`src/shared/fsub_pkg.sv`:
```
// constants, field layouts and register map of the float subtract unit
package fsub_pkg;
  // extended-precision word: exponent, sign, fraction
  localparam int WORD_W = 40;
  localparam int EXP_HI = 39;
  localparam int EXP_LO = 32;
  localparam int SIGN_BIT = 31;
  localparam int FRAC_HI = 30;
  localparam int MANT_W = 32;
  localparam int INT_W = 32;
  localparam logic [7:0] ZERO_EXP = 8'h80;
  localparam logic [7:0] MAX_EXP = 8'h7F;
  localparam logic [30:0] MAX_FRAC = 31'h7FFF_FFFF;
  localparam logic signed [9:0] EXP_TOP = 10'sh07F;
  localparam logic signed [9:0] EXP_BOT = 10'sh381;
  localparam logic signed [9:0] SHIFT_MAX = 10'sh01F;
  // short float immediate: 4-bit exponent, sign, 11-bit fraction
  localparam int SIMM_EXP_HI = 15;
  localparam int SIMM_EXP_LO = 12;
  localparam int SIMM_SIGN = 11;
  localparam int SIMM_FRAC_HI = 10;
  localparam logic [3:0] SIMM_ZERO_EXP = 4'h8;
  localparam logic [19:0] SIMM_PAD = 20'h0_0000;
  // instruction fields
  localparam int OPC_HI = 31;
  localparam int OPC_LO = 23;
  localparam int MODE_HI = 22;
  localparam int MODE_LO = 21;
  localparam int DST_HI = 20;
  localparam int DST_LO = 16;
  localparam int SRC_HI = 15;
  localparam int SRC_LO = 0;
  localparam logic [8:0] OPC_CSUB = 9'h02E;
  localparam logic [8:0] OPC_FSUB = 9'h02F;
  localparam logic [4:0] LOCAL_REGS = 5'h08;
  localparam int NREGS = 8;
  localparam int RIDX_W = 3;
  // source addressing modes, in field order 00..11
  typedef enum logic [1:0] {MODE_REG, MODE_DIRECT, MODE_INDIRECT, MODE_IMM} src_mode_t;
  // status bits
  localparam int ST_W = 7;
  localparam int ST_C = 0;
  localparam int ST_V = 1;
  localparam int ST_Z = 2;
  localparam int ST_N = 3;
  localparam int ST_UF = 4;
  localparam int ST_LV = 5;
  localparam int ST_LUF = 6;
  localparam logic [ST_W-1:0] ST_RESET = 7'h00;
  // interrupt status and mask bits
  localparam int IRQ_W = 3;
  localparam int IRQ_DONE = 0;
  localparam int IRQ_OVF = 1;
  localparam int IRQ_UNF = 2;
  // register map
  localparam int ADDR_W = 8;
  localparam logic [7:0] ADDR_STATUS = 8'h00;
  localparam logic [7:0] ADDR_IRQ_STAT = 8'h04;
  localparam logic [7:0] ADDR_IRQ_MASK = 8'h08;
  localparam logic [7:0] ADDR_CTRL = 8'h0C;
  localparam logic [7:0] ADDR_REG_LO = 8'h40;
  localparam logic [7:0] ADDR_REG_HI = 8'h60;
  localparam int CTRL_SAT = 0;
  // register port address split: window select and register index
  localparam int ASEL_HI = 7;
  localparam int ASEL_LO = 5;
  localparam int AIDX_HI = 4;
  localparam int AIDX_LO = 2;
endpackage : fsub_pkg

```
`src/shared/fsub_core_if.sv`:
```
// operand and result bundle between the unit and its float subtractor
`timescale 1ns/100ps
interface fsub_core_if;
  logic [fsub_pkg::WORD_W-1:0] minuend;
  logic [fsub_pkg::WORD_W-1:0] subtrahend;
  logic [fsub_pkg::WORD_W-1:0] diff;
  logic neg;
  logic zero;
  logic ovf;
  logic unf;
  modport core (input minuend, input subtrahend, output diff, output neg, output zero, output ovf, output unf);
  modport user (output minuend, output subtrahend, input diff, input neg, input zero, input ovf, input unf);
endinterface : fsub_core_if

```
`src/verilog/fsub_arith.sv`:
```
// combinational extended-precision float subtractor
`timescale 1ns/100ps
module fsub_arith (
  // operands in, difference and condition out
  fsub_core_if.core cif
);
  logic sa, sb, za, zb, swap, sg, ss, zs, sr, exact0;
  logic signed [9:0] ea, eb, eg, es, er, dexp;
  logic [31:0] ma, mb, mg, ms, msh, mr, mdiff;
  logic [32:0] msum;
  logic [9:0] lz;

  // unpack, order by magnitude, align, add or subtract, normalise
  always_comb begin
    ea = {{2{cif.minuend[fsub_pkg::EXP_HI]}}, cif.minuend[fsub_pkg::EXP_HI:fsub_pkg::EXP_LO]};
    eb = {{2{cif.subtrahend[fsub_pkg::EXP_HI]}}, cif.subtrahend[fsub_pkg::EXP_HI:fsub_pkg::EXP_LO]};
    sa = cif.minuend[fsub_pkg::SIGN_BIT];
    sb = ~cif.subtrahend[fsub_pkg::SIGN_BIT]; // subtract as add of negated source
    za = cif.minuend[fsub_pkg::EXP_HI:fsub_pkg::EXP_LO] == fsub_pkg::ZERO_EXP;
    zb = cif.subtrahend[fsub_pkg::EXP_HI:fsub_pkg::EXP_LO] == fsub_pkg::ZERO_EXP;
    ma = {1'b1, cif.minuend[fsub_pkg::FRAC_HI:0]};
    mb = {1'b1, cif.subtrahend[fsub_pkg::FRAC_HI:0]};
    swap = zb ? 1'b0 : (za ? 1'b1 : ((eb > ea) || ((eb == ea) && (mb > ma))));
    eg = swap ? eb : ea;
    es = swap ? ea : eb;
    mg = swap ? mb : ma;
    ms = swap ? ma : mb;
    sg = swap ? sb : sa;
    ss = swap ? sa : sb;
    zs = swap ? za : zb;
    dexp = eg - es;
    msh = (zs || (dexp > fsub_pkg::SHIFT_MAX)) ? '0 : (ms >> dexp[4:0]);
    msum = {1'b0, mg} + {1'b0, msh};
    mdiff = mg - msh;
    lz = '0;
    mr = '0;
    er = eg;
    sr = sg;
    exact0 = za && zb;
    if (sg == ss) begin
      mr = msum[32] ? msum[32:1] : msum[31:0];
      er = msum[32] ? (eg + 10'sh001) : eg;
    end else begin
      for (int i = 0; i < fsub_pkg::MANT_W; i++) begin
        if (mdiff[i]) begin
          lz = 10'(fsub_pkg::MANT_W - 1 - i);
        end
      end
      mr = mdiff << lz[4:0];
      er = eg - $signed(lz);
      exact0 = exact0 || (mdiff == '0);
    end
    cif.ovf = 1'b0;
    cif.unf = 1'b0;
    cif.zero = 1'b0;
    cif.neg = 1'b0;
    if (exact0) begin
      cif.diff = {fsub_pkg::ZERO_EXP, 32'h0000_0000};
      cif.zero = 1'b1;
    end else if (er > fsub_pkg::EXP_TOP) begin
      cif.diff = {fsub_pkg::MAX_EXP, sr, fsub_pkg::MAX_FRAC}; // saturate to largest
      cif.ovf = 1'b1;
      cif.neg = sr;
    end else if (er < fsub_pkg::EXP_BOT) begin
      cif.diff = {fsub_pkg::ZERO_EXP, 32'h0000_0000}; // flush to zero
      cif.unf = 1'b1;
      cif.zero = 1'b1;
    end else begin
      cif.diff = {er[7:0], sr, mr[fsub_pkg::FRAC_HI:0]};
      cif.neg = sr;
    end
  end
endmodule : fsub_arith

```
`src/verilog/float_subtract_unit.sv`:
```
// float subtract and conditional subtract execution datapath
`timescale 1ns/100ps
module float_subtract_unit #(
  parameter int DATA_W = 32
) (
  // clock and reset
  input wire logic clk,
  input wire logic nrst,
  // instruction issue from the decoder
  input wire logic issue,
  input wire logic [31:0] instr,
  // operands fetched outside: memory or far source, far destination
  input wire logic [fsub_pkg::WORD_W-1:0] fetch_data,
  input wire logic [fsub_pkg::WORD_W-1:0] far_dst_data,
  // result to the register file
  output logic res_valid_r,
  output logic [4:0] res_dst_r,
  output logic [fsub_pkg::WORD_W-1:0] res_data_r,
  // status view
  output logic [fsub_pkg::ST_W-1:0] status_r,
  // register port
  input wire logic [fsub_pkg::ADDR_W-1:0] addr,
  input wire logic [DATA_W-1:0] wdata,
  input wire logic wr,
  input wire logic rd,
  output logic [DATA_W-1:0] rdata_r,
  // interrupt
  output logic irq_r
);

  // local register file R0..R7
  logic [fsub_pkg::WORD_W-1:0] regs_r [fsub_pkg::NREGS];
  logic [fsub_pkg::IRQ_W-1:0] irq_stat_r;
  logic [fsub_pkg::IRQ_W-1:0] irq_mask_r;
  logic saturate_mode_bit_r;

  // decoded instruction
  logic [8:0] opc;
  fsub_pkg::src_mode_t mode;
  logic [4:0] dst;
  logic [15:0] srcf;
  logic do_fsub;
  logic do_csub;
  logic do_any;
  logic dst_local;
  logic [fsub_pkg::WORD_W-1:0] src_val;
  logic [fsub_pkg::WORD_W-1:0] dst_val;
  logic [fsub_pkg::WORD_W-1:0] result;

  // conditional subtract datapath
  logic [fsub_pkg::INT_W:0] cdiff;
  logic csub_nonneg;
  logic [fsub_pkg::WORD_W-1:0] csub_res;

  // next values
  logic [fsub_pkg::ST_W-1:0] status_nxt;
  logic [fsub_pkg::IRQ_W-1:0] irq_ev;
  logic [fsub_pkg::IRQ_W-1:0] irq_stat_nxt;
  logic [fsub_pkg::IRQ_W-1:0] irq_mask_nxt;
  logic [DATA_W-1:0] rdata_nxt;
  logic [fsub_pkg::NREGS-1:0] ins_we;
  logic [fsub_pkg::NREGS-1:0] lo_we;
  logic [fsub_pkg::NREGS-1:0] hi_we;

  // float subtractor
  fsub_core_if cif ();

  fsub_arith u_arith (
    .cif(cif.core)
  );

  // register number held in this unit
  function automatic logic is_local(input logic [4:0] r);
    return r < fsub_pkg::LOCAL_REGS;
  endfunction : is_local

  // widen a short float immediate to the extended word
  function automatic logic [fsub_pkg::WORD_W-1:0] short_to_ext(input logic [15:0] s);
    logic [3:0] e;
    e = s[fsub_pkg::SIMM_EXP_HI:fsub_pkg::SIMM_EXP_LO];
    if (e == fsub_pkg::SIMM_ZERO_EXP) begin
      return {fsub_pkg::ZERO_EXP, 32'h0000_0000};
    end
    return {{4{e[3]}}, e, s[fsub_pkg::SIMM_SIGN], s[fsub_pkg::SIMM_FRAC_HI:0], fsub_pkg::SIMM_PAD};
  endfunction : short_to_ext

  // register port address inside the window that starts at b
  function automatic logic slot_hit(input logic [fsub_pkg::ADDR_W-1:0] a, input logic [fsub_pkg::ADDR_W-1:0] b);
    return a[fsub_pkg::ASEL_HI:fsub_pkg::ASEL_LO] == b[fsub_pkg::ASEL_HI:fsub_pkg::ASEL_LO];
  endfunction : slot_hit

  // register index carried by a register port address
  function automatic logic [fsub_pkg::RIDX_W-1:0] slot_idx(input logic [fsub_pkg::ADDR_W-1:0] a);
    return a[fsub_pkg::AIDX_HI:fsub_pkg::AIDX_LO];
  endfunction : slot_idx

  // instruction field split and opcode decode
  always_comb begin
    opc = instr[fsub_pkg::OPC_HI:fsub_pkg::OPC_LO];
    mode = fsub_pkg::src_mode_t'(instr[fsub_pkg::MODE_HI:fsub_pkg::MODE_LO]);
    dst = instr[fsub_pkg::DST_HI:fsub_pkg::DST_LO];
    srcf = instr[fsub_pkg::SRC_HI:fsub_pkg::SRC_LO];
    do_fsub = issue && (opc == fsub_pkg::OPC_FSUB);
    do_csub = issue && (opc == fsub_pkg::OPC_CSUB);
    do_any = do_fsub || do_csub;
    dst_local = is_local(dst);
  end

  // source selection by addressing mode
  always_comb begin
    case (mode)
      fsub_pkg::MODE_REG: begin
        src_val = is_local(srcf[4:0]) ? regs_r[srcf[fsub_pkg::RIDX_W-1:0]] : fetch_data;
      end
      fsub_pkg::MODE_DIRECT: begin
        src_val = fetch_data;
      end
      fsub_pkg::MODE_INDIRECT: begin
        src_val = fetch_data;
      end
      fsub_pkg::MODE_IMM: begin
        src_val = do_fsub ? short_to_ext(srcf) : {24'h00_0000, srcf};
      end
      default: begin
        src_val = fetch_data;
      end
    endcase
    dst_val = dst_local ? regs_r[dst[fsub_pkg::RIDX_W-1:0]] : far_dst_data;
  end

  // float subtract: destination minus source
  assign cif.minuend = dst_val;
  assign cif.subtrahend = src_val;

  // conditional subtract on unsigned low words, exponent byte kept
  always_comb begin
    cdiff = {1'b0, dst_val[fsub_pkg::INT_W-1:0]} - {1'b0, src_val[fsub_pkg::INT_W-1:0]};
    csub_nonneg = !cdiff[fsub_pkg::INT_W]; // no borrow: dst >= src unsigned
    if (csub_nonneg) begin
      csub_res = {dst_val[fsub_pkg::EXP_HI:fsub_pkg::EXP_LO], cdiff[fsub_pkg::INT_W-2:0], 1'b1};
    end else begin
      csub_res = {dst_val[fsub_pkg::EXP_HI:fsub_pkg::EXP_LO], dst_val[fsub_pkg::INT_W-2:0], 1'b0};
    end
    result = do_fsub ? cif.diff : csub_res;
  end

  // status next value: software load first, instruction update on top
  always_comb begin
    status_nxt = status_r;
    if (wr && (addr == fsub_pkg::ADDR_STATUS)) begin
      status_nxt = wdata[fsub_pkg::ST_W-1:0];
    end
    if (do_fsub && dst_local) begin
      status_nxt[fsub_pkg::ST_UF] = cif.unf;
      status_nxt[fsub_pkg::ST_N] = cif.neg;
      status_nxt[fsub_pkg::ST_Z] = cif.zero;
      status_nxt[fsub_pkg::ST_V] = cif.ovf;
      status_nxt[fsub_pkg::ST_LUF] = status_nxt[fsub_pkg::ST_LUF] | cif.unf;
      status_nxt[fsub_pkg::ST_LV] = status_nxt[fsub_pkg::ST_LV] | cif.ovf;
    end
  end

  // status flags register
  always_ff @(posedge clk or negedge nrst) begin
    if (!nrst) begin
      status_r <= fsub_pkg::ST_RESET;
    end else begin
      status_r <= status_nxt;
    end
  end

  // per-register write enables: instruction result, bus low word, bus exponent byte
  always_comb begin
    ins_we = '0;
    lo_we = '0;
    hi_we = '0;
    if (do_any && dst_local) begin
      ins_we[dst[fsub_pkg::RIDX_W-1:0]] = 1'b1;
    end
    if (wr && slot_hit(addr, fsub_pkg::ADDR_REG_LO)) begin
      lo_we[slot_idx(addr)] = 1'b1;
    end
    if (wr && slot_hit(addr, fsub_pkg::ADDR_REG_HI)) begin
      hi_we[slot_idx(addr)] = 1'b1;
    end
  end

  // register file: instruction write wins over a bus write
  always_ff @(posedge clk or negedge nrst) begin
    if (!nrst) begin
      for (int i = 0; i < fsub_pkg::NREGS; i++) begin
        regs_r[i] <= '0;
      end
    end else begin
      for (int i = 0; i < fsub_pkg::NREGS; i++) begin
        if (ins_we[i]) begin
          regs_r[i] <= result;
        end else if (lo_we[i]) begin
          regs_r[i][fsub_pkg::INT_W-1:0] <= wdata[fsub_pkg::INT_W-1:0];
        end else if (hi_we[i]) begin
          regs_r[i][fsub_pkg::EXP_HI:fsub_pkg::EXP_LO] <= wdata[fsub_pkg::EXP_HI-fsub_pkg::EXP_LO:0];
        end
      end
    end
  end

  // result port toward the register file, one pulse per instruction
  always_ff @(posedge clk or negedge nrst) begin
    if (!nrst) begin
      res_valid_r <= 1'b0;
      res_dst_r <= '0;
      res_data_r <= '0;
    end else begin
      res_valid_r <= do_any;
      if (do_any) begin
        res_dst_r <= dst;
        res_data_r <= result;
      end
    end
  end

  // interrupt events: set wins over write-one-to-clear
  always_comb begin
    irq_ev = '0;
    irq_ev[fsub_pkg::IRQ_DONE] = do_any;
    irq_ev[fsub_pkg::IRQ_OVF] = do_fsub && cif.ovf;
    irq_ev[fsub_pkg::IRQ_UNF] = do_fsub && cif.unf;
    irq_stat_nxt = irq_stat_r;
    if (wr && (addr == fsub_pkg::ADDR_IRQ_STAT)) begin
      irq_stat_nxt = irq_stat_r & ~wdata[fsub_pkg::IRQ_W-1:0];
    end
    irq_stat_nxt = irq_stat_nxt | irq_ev;
    irq_mask_nxt = irq_mask_r;
    if (wr && (addr == fsub_pkg::ADDR_IRQ_MASK)) begin
      irq_mask_nxt = wdata[fsub_pkg::IRQ_W-1:0];
    end
  end

  // interrupt status, mask and line
  always_ff @(posedge clk or negedge nrst) begin
    if (!nrst) begin
      irq_stat_r <= '0;
      irq_mask_r <= '0;
      irq_r <= 1'b0;
    end else begin
      irq_stat_r <= irq_stat_nxt;
      irq_mask_r <= irq_mask_nxt;
      irq_r <= |(irq_stat_nxt & irq_mask_nxt);
    end
  end

  // control register: mode bit stored and readable, steers nothing
  always_ff @(posedge clk or negedge nrst) begin
    if (!nrst) begin
      saturate_mode_bit_r <= 1'b0;
    end else if (wr && (addr == fsub_pkg::ADDR_CTRL)) begin
      saturate_mode_bit_r <= wdata[fsub_pkg::CTRL_SAT];
    end
  end

  // read decode
  always_comb begin
    rdata_nxt = '0;
    if (rd) begin
      if (addr == fsub_pkg::ADDR_STATUS) begin
        rdata_nxt[fsub_pkg::ST_W-1:0] = status_r;
      end else if (addr == fsub_pkg::ADDR_IRQ_STAT) begin
        rdata_nxt[fsub_pkg::IRQ_W-1:0] = irq_stat_r;
      end else if (addr == fsub_pkg::ADDR_IRQ_MASK) begin
        rdata_nxt[fsub_pkg::IRQ_W-1:0] = irq_mask_r;
      end else if (addr == fsub_pkg::ADDR_CTRL) begin
        rdata_nxt[fsub_pkg::CTRL_SAT] = saturate_mode_bit_r;
      end else if (slot_hit(addr, fsub_pkg::ADDR_REG_LO)) begin
        rdata_nxt[fsub_pkg::INT_W-1:0] = regs_r[slot_idx(addr)][fsub_pkg::INT_W-1:0];
      end else if (slot_hit(addr, fsub_pkg::ADDR_REG_HI)) begin
        rdata_nxt[fsub_pkg::EXP_HI-fsub_pkg::EXP_LO:0] = regs_r[slot_idx(addr)][fsub_pkg::EXP_HI:fsub_pkg::EXP_LO];
      end
    end
  end

  // read data stands one cycle after the strobe only
  always_ff @(posedge clk or negedge nrst) begin
    if (!nrst) begin
      rdata_r <= '0;
    end else begin
      rdata_r <= rdata_nxt;
    end
  end

endmodule : float_subtract_unit

```
`config.mk`:
```
export PLATFORM = sky130hd
export DESIGN_NAME = float_subtract_unit
export DESIGN_NICKNAME = d
export VERILOG_FILES = /design/src/shared/fsub_pkg.sv /design/src/shared/fsub_core_if.sv /design/src/verilog/fsub_arith.sv /design/src/verilog/float_subtract_unit.sv
export SDC_FILE = /design/constraint.sdc
export NUM_CORES = 2
export LEC_CHECK = 0
export BUFFER_PORTS_ARGS = -buffer_cell sky130_fd_sc_hd__buf_2
export CORE_ASPECT_RATIO = 0.7
export CORE_MARGIN = 10
export CORE_UTILIZATION = 51
export DETAILED_ROUTE_END_ITERATION = 8
export PLACE_DENSITY = 0.69
export SLEW_MARGIN = 20
export SYNTH_ARGS = -nofsm -noshare
export SYNTH_HDL_FRONTEND = slang
export SYNTH_SLANG_ARGS = --single-unit
```
`constraint.sdc`:
```
create_clock -name clk -period 26 [get_ports clk]
set_input_delay 3.9 -clock clk [delete_from_list [all_inputs] [get_ports clk]]
set_output_delay 3.9 -clock clk [all_outputs]
set_load 0.05 [all_outputs]
```
### Word level (Yosys, flattened, before mapping)

Index checks and enable logic that the tools add are counted.

* flip-flop bits (word level): 413
* bits of input ports: 157
* output and inout port bits: 86
* logic and storage cells: 266

* add/subtract/negate cells: 6
* $lt $le $gt $ge: 14
* eq/ne operators: 23
* shift-type cells: 2
* multiplexer cells: 134
* bitwise operators: 10
* reductions and logical operators: 50

Operator list (count)
* $mux W40: 23
* $bmux W40 S3: 3
* $mux W32: 11
* $mux W8: 21
* $mux W5: 32
* $mux W31: 5
* $pmux W40 S3: 1
* $mux W29: 2
* $mux W10: 5
* $reduce_bool A2 Y1: 17
* $add A32 B32 Y33: 1
* $sub A32 B32 Y33: 1
* $gt A32 B32 Y1: 1
* $logic_not A32 Y1: 1
* $shl A32 B5 Y31: 1
* $shr A32 B5 Y32: 1
* $sub A32 B32 Y32: 1
* $mux W25: 1
* $mux W24: 1
* $mux W1: 20
* $sub A10 B10 Y10: 2
* $eq A9 B6 Y1 const B: 2
* $eq A8 B4 Y1 const B: 2
* $eq A8 B8 Y1 const B: 2
* other kinds (34): 82

### Longest topological paths before layout

* word-level depth: 60
* depth in mapped cells: 72
* depth with buffers taken out: 61

### By module

Synthesis repeated with hierarchy kept, for this count alone.

* cell total of the unflattened synthesis: 4960
* area, all modules: 41422.2 sq um

By module, submodules not included
* float_subtract_unit: instances 1, cells each 3236, area each 30317.8 sq um, seq. area each 10334.9 sq um
* fsub_arith: instances 1, cells each 1724, area each 11104.4 sq um, seq. area each 0.0 sq um

### Least setup slack after synthesis

No wires, ideal clock.

* path kind: in2reg
* start: input instr[0]
* end: register regs_r[281] (netlist bit)
* setup time: 0.140 ns
* arrival time: 17.944 ns
* data required time: 25.860 ns
* setup slack: 7.916 ns
* stages on the path: 64
* buffers on the path: 10
* cells stage by stage: buf_2 buf_2 buf_1 buf_1 clkbuf_1 mux4_2 mux2i_1 nand2_1 o211ai_1 o21ai_0 inv_1 ha_1 nand4_1 nor4_1 nand4_1 a211o_1 o21a_1 a31o_2 [... 28 more ...] buf_2 ha_1 inv_1 a21o_1 a21o_1 a32oi_1 nand2_1 nand2_1 o21bai_1 o21ai_0 a21oi_1 a22oi_1 nand4_1 a21oi_2 nor2_1 buf_2 a211oi_2 a21oi_1

* longest elaborated chain between the ends: 58
* elaborated cells on any way between the ends: 86

Ends and longest elaborated chain
* start: declaration: RTL line float_subtract_unit.sv:11 `input wire logic [31:0] instr,`
* $not A3 Y4 (not written as such): RTL line float_subtract_unit.sv:113 `src_val = is_local(srcf[4:0]) ? regs_r[srcf[fsub_pkg::RIDX_W-1:0]] : fetch_data;`
* $bmux W40 S3: RTL line float_subtract_unit.sv:113
* $mux W40 (not written as such) (2 in series): RTL line float_subtract_unit.sv:113
* $mux W40: RTL line float_subtract_unit.sv:113
* $pmux W40 S3 *: RTL line float_subtract_unit.sv:111 `case (mode)`
* $gt A32 B32 Y1 / $eq A8 B8 Y1 (equally long branches): RTL line fsub_arith.sv:23 `swap = zb ? 1'b0 : (za ? 1'b1 : ((eb > ea) || ((eb == ea) && (mb > ma))));`
* $logic_and A1 B1 Y1: RTL line fsub_arith.sv:23
* $logic_or A1 B1 Y1: RTL line fsub_arith.sv:23
* [... 41 more ...]
* $sub A10 B10 Y10: RTL line fsub_arith.sv:50 `er = eg - $signed(lz);`
* $mux W10: RTL line fsub_arith.sv:40 `if (sg == ss) begin`
* $lt A10 B8 Y1: RTL line fsub_arith.sv:64 `end else if (er < fsub_pkg::EXP_BOT) begin`
* $mux W40: RTL line fsub_arith.sv:64
* $mux W40: RTL line fsub_arith.sv:60 `end else if (er > fsub_pkg::EXP_TOP) begin`
* $mux W40: RTL line fsub_arith.sv:57 `if (exact0) begin`
* $mux W40 *: RTL line float_subtract_unit.sv:144 `result = do_fsub ? cif.diff : csub_res;`
* $mux W40 *: RTL line float_subtract_unit.sv:196 `if (ins_we[i]) begin`
* end signal: indexed assignment: RTL line float_subtract_unit.sv:197 `regs_r[i] <= result;`
* end signal: indexed assignment: RTL line float_subtract_unit.sv:199 `regs_r[i][fsub_pkg::INT_W-1:0] <= wdata[fsub_pkg::INT_W-1:0];`
* end signal: indexed assignment: RTL line float_subtract_unit.sv:201 `regs_r[i][fsub_pkg::EXP_HI:fsub_pkg::EXP_LO] <= wdata[fsub_pkg::EXP_HI-fsub_pkg::EXP_LO:0];`
* end: declaration: RTL line float_subtract_unit.sv:32 `logic [fsub_pkg::WORD_W-1:0] regs_r [fsub_pkg::NREGS];`

Mark *: on every way between the ends. The rest lies on a longest branch, timed or not. The select of a mux whose other input is x is not followed.
A chain may end at the register's enable or synchronous reset.

### Worst setup path after layout

* start: input instr[17]
* end: register res_data_r[24] (netlist bit)

* longest elaborated chain between the ends: 56
* elaborated cells on any way between the ends: 81

Ends and longest elaborated chain
* $not A3 Y4 (not written as such): RTL line float_subtract_unit.sv:128 `dst_val = dst_local ? regs_r[dst[fsub_pkg::RIDX_W-1:0]] : far_dst_data;`
* $bmux W40 S3: RTL line float_subtract_unit.sv:128
* $mux W40 (not written as such) (2 in series): RTL line float_subtract_unit.sv:128
* $mux W40 *: RTL line float_subtract_unit.sv:128
* $gt A32 B32 Y1 / $eq A8 B8 Y1 (equally long branches): RTL line fsub_arith.sv:23
* $logic_and A1 B1 Y1: RTL line fsub_arith.sv:23
* $logic_or A1 B1 Y1: RTL line fsub_arith.sv:23
* $mux W1 (2 in series): RTL line fsub_arith.sv:23
* [... 38 more ...]
* $mux W10: RTL line fsub_arith.sv:40
* $sub A10 B10 Y10: RTL line fsub_arith.sv:50
* $mux W10: RTL line fsub_arith.sv:40
* $lt A10 B8 Y1: RTL line fsub_arith.sv:64
* $mux W40: RTL line fsub_arith.sv:64
* $mux W40: RTL line fsub_arith.sv:60
* $mux W40: RTL line fsub_arith.sv:57
* $mux W40 *: RTL line float_subtract_unit.sv:144
* end signal: assignment: RTL line float_subtract_unit.sv:217 `res_data_r <= result;`
* end: declaration: RTL line float_subtract_unit.sv:18 `output logic [fsub_pkg::WORD_W-1:0] res_data_r,`

Marks and branches as above.

==> impl_results.md <==
* Outcome: completed
* Met1 wire length at 77500 µm
* Asr flop ratio synth at 100%
* Dominant cell type by area after synthesis: dfrtp_1
* WHS at approximately 0.48 ns
* RSZ-0062 raised after global routing: false
* Worst path max stage delay at around 0.92 ns
* Cell area power density at 107 mW/mm²
* Post-DP HPWL at between 100000 and 150000 µm
* GP Congestion at about 1.1
* Clock slew at reported path FFs at roughly 0.070 ns
* Max frequency at 44.8 MHz
* Post-route ant nets at 0
* Switching power at 2.61 mW
* GRT overflow at 0
* Layout cells sized above 1 at 15.9%
* # rows at 86
* GRT Total Usage at around two fifths
* Power Total at 4.68 mW
* Chip Width at 356 µm
* Num CTS Buffers at 40
* Clock sinks at 413
* Post-CTS Setup Bufs at 0
* Final Hold Vio Count at 0
* Hold buffer count at cts at 0
* CP Capture Type: flop
* DR iter-0 viols at about 7700
* Sequential Power Share at 17.2%
* Net Sw Frac at 55.7%
* P_int at a little over 2 mW
* Post-route cell area at roughly 0.044 mm²
* Vias in the first global route at between 30000 and 40000
* Worst Slack Setup Final at between 3 and 4 ns
* Place WS at 4.38 ns
* Part of the cycle the worst path needs at between 80 and 90%
* I/O Buffers at ~240
* Die area at a little over 0.09 mm²
* Sequential share of the synthesized area at about a quarter
* Iteration count of the initial detailed-routing pass at 7
* Worst Clk Skew at 0.0466 ns
* FF+latch count, synth at slightly above 400
* Fill cells at between 7000 and 8000
* WL met3 at between 30000 and 40000 µm
* Initial antenna violation count at 15
* Syn Area/Cell at 8.18 µm²
* CTS H-tree depth at 2
* Worst endpoint required time at 26.44 ns
* Combinational cell fraction of total power at around 70%
* # setup viols final at 0
* Setup CP Type: in2reg
* Critical Path AT at 22.77 ns
* WL/cell at 32.6 µm
* Max clock buf depth at 3
* DR top layer: met5
* Placed cell areas at 0.0424 mm²
* First-pass GRT wire length at about 280000 µm
* Via density at around 7.2
* Die Ht at between 200 and 300 µm
* Number of cells after detailed placement at approximately 6000
* Synthesized instance count at about 5000
* Synth area leaders: dfrtp_1, mux4_2, mux2i_1
* Post-CTS Resized at 0
* Area grow syn2layout at 8.68%
* Critical Path Source Type: primary input
* Crit path max fanout at 41
* Final Non-Filler Cells at between 6000 and 7000
* Setup TNS at 0 ns
* Warnings, synthesis at 0
* Largest net degree at the start of global routing at 98
* Crit path max-delay cell type: a211oi_1
* Post-Route WL at 196000 µm
* Clk Latency, worst-skew pair at roughly 0.6 ns
* I/O pins at 243
* CTS tree: built
* Worst hold path type: reg2reg
* Core ar. at a little under 0.08 mm²
* Max rail drop VDD at slightly below 90 µV
* Mapped Area at a little over 0.04 mm²
* Syn_nets at 5234
* Met2 wire length at roughly 73000 µm
* Post-synth EDFFs at 0
* Initial Util at about half
* Static leakage at 19.1 nW
* Root buf cell: clkbuf_16
* CP dominant cell by count: buf_4
* Total of max-cap violations at 0
* Actual slew at the worst max-slew pin at roughly 1.2 ns
* Post-synth cell types at between 100 and 150
* Post-synth top area share at approximately 26%
* Utilization after layout at between 50% and 60%
* Clock power frac at 13.9%
* Post-synth top flop: dfrtp_1
* Net total in the final layout at between 5000 and 6000
* Remaining DRCs at 0
* Via Count at 43469
* Slew headroom at 16.6%
* Final Max Slew Viols at 0
* Tmin final at about 22 ns
final cells by class:
type	instances	area, µm²	area share, %
antenna	9	22.5	0.0514
clock buffer	54	1160	2.64
clock inverter	20	243	0.554
inverter	175	657	1.50
multi-input combinational	3939	28000	64.0
sequential	413	10300	23.6
tap	1056	1320	3.02
timing repair buffer	349	2050	4.69
flip-flops by register name (all words and copies together), names as in the netlist:
register             count
irq_mask_r               3
irq_r                    1
irq_stat_r               3
rdata_r                 32
regs_r                 320
res_data_r              40
res_dst_r                5
res_valid_r              1
saturate_mode_bit_r      1
status_r                 7
cell usage in the layout, fill, tap and decap left out, types with 169 or more instances in the layout:
cell type	netlist	final
a211oi_1	169	169
buf_2	21	234
mux2i_1	297	297
dfrtp_1	413	413
a21oi_1	429	428
nor2_1	399	385
nand2_1	649	648
inv_1	170	169
o21ai_0	380	379
mux4_2	181	181
synth_stat cells (all sizes together), types with 7 or more instances:
library cell  count
a211o            11
a211oi          171
a21boi           11
a21o             34
a21oi           434
a221o            15
a221oi           13
a22oi            20
a2bb2oi          10
a31oi            61
a32oi            25
a41oi            12
and2             30
and3             79
buf             115
clkbuf          287
dfrtp           413
ha              144
inv             173
mux2             77
mux2i           297
mux4            181
nand2           650
nand2b           29
nand3            95
nand4            29
nor2            400
nor2b           157
nor3             60
nor4             23
o211ai           43
o21a             44
o21ai           404
o21bai           24
o221ai           33
o22ai            68
o311ai            7
o31ai            17
or2              22
or3              19
xnor2            66
xor2             20
worst paths after layout:
check / startpoint / end / slack, ns / depth (start not counted)
max: instr[17] / res_data_r[24] / 3.67 / 59
min: res_dst_r[0] / res_dst_r[0] / 0.48 / 2
max reg2reg: regs_r[224] / res_data_r[24] / 8.09 / 56
min reg2reg: res_dst_r[0] / res_dst_r[0] / 0.48 / 2
max in group asynchronous: nrst / regs_r[211] / 20.22 / 3
min in group asynchronous: nrst / regs_r[159] / 3.34 / 1
cells by family after synthesis:
kind of cell,after synthesis,share of synthesized area (%)
AOI/OAI and AO/OA,1527,24.2
xor gates and xnor gates,86,1.87
adders and majority gates,148,4.67
buffers and inverters,577,5.55
DFF,413,25.6
muxes,555,19.7
and+or+nand+nor,1623,18.5
power groups by stage:
| stage | Combinational, mW | Clock (mW) | Sequential (mW) |
|---|---|---|---|
| 2_1_floorplan | 1.92 | 0 | 0.800 |
| 3_3_place_gp | 3.03 | 0 | 0.804 |
| 3_5_place_dp | 3.00 | 0 | 0.805 |
| 4_1_cts | 3.02 | 0.645 | 0.795 |
| 5_1_grt | 3.32 | 0.674 | 0.808 |
| 6_report | 3.22 | 0.651 | 0.804 |
worst max-delay path: cells and delay by family:
family,cells,cell delay (ns)
compound gates,22,8.01
simple gates,16,4.29
fa+ha+maj,4,1.18
mux,3,1.05
buf+inv,14,4.15
layer usage:
metal | up-vias | track usage [%]
met4 | 16 | 16.8
met3 | 617 | 18.4
met2 | 3952 | 53.3
li1 | 18043 | -
met1 | 20841 | 58.2
met5 | - | 0
Power figures use the tool's default switching activity.
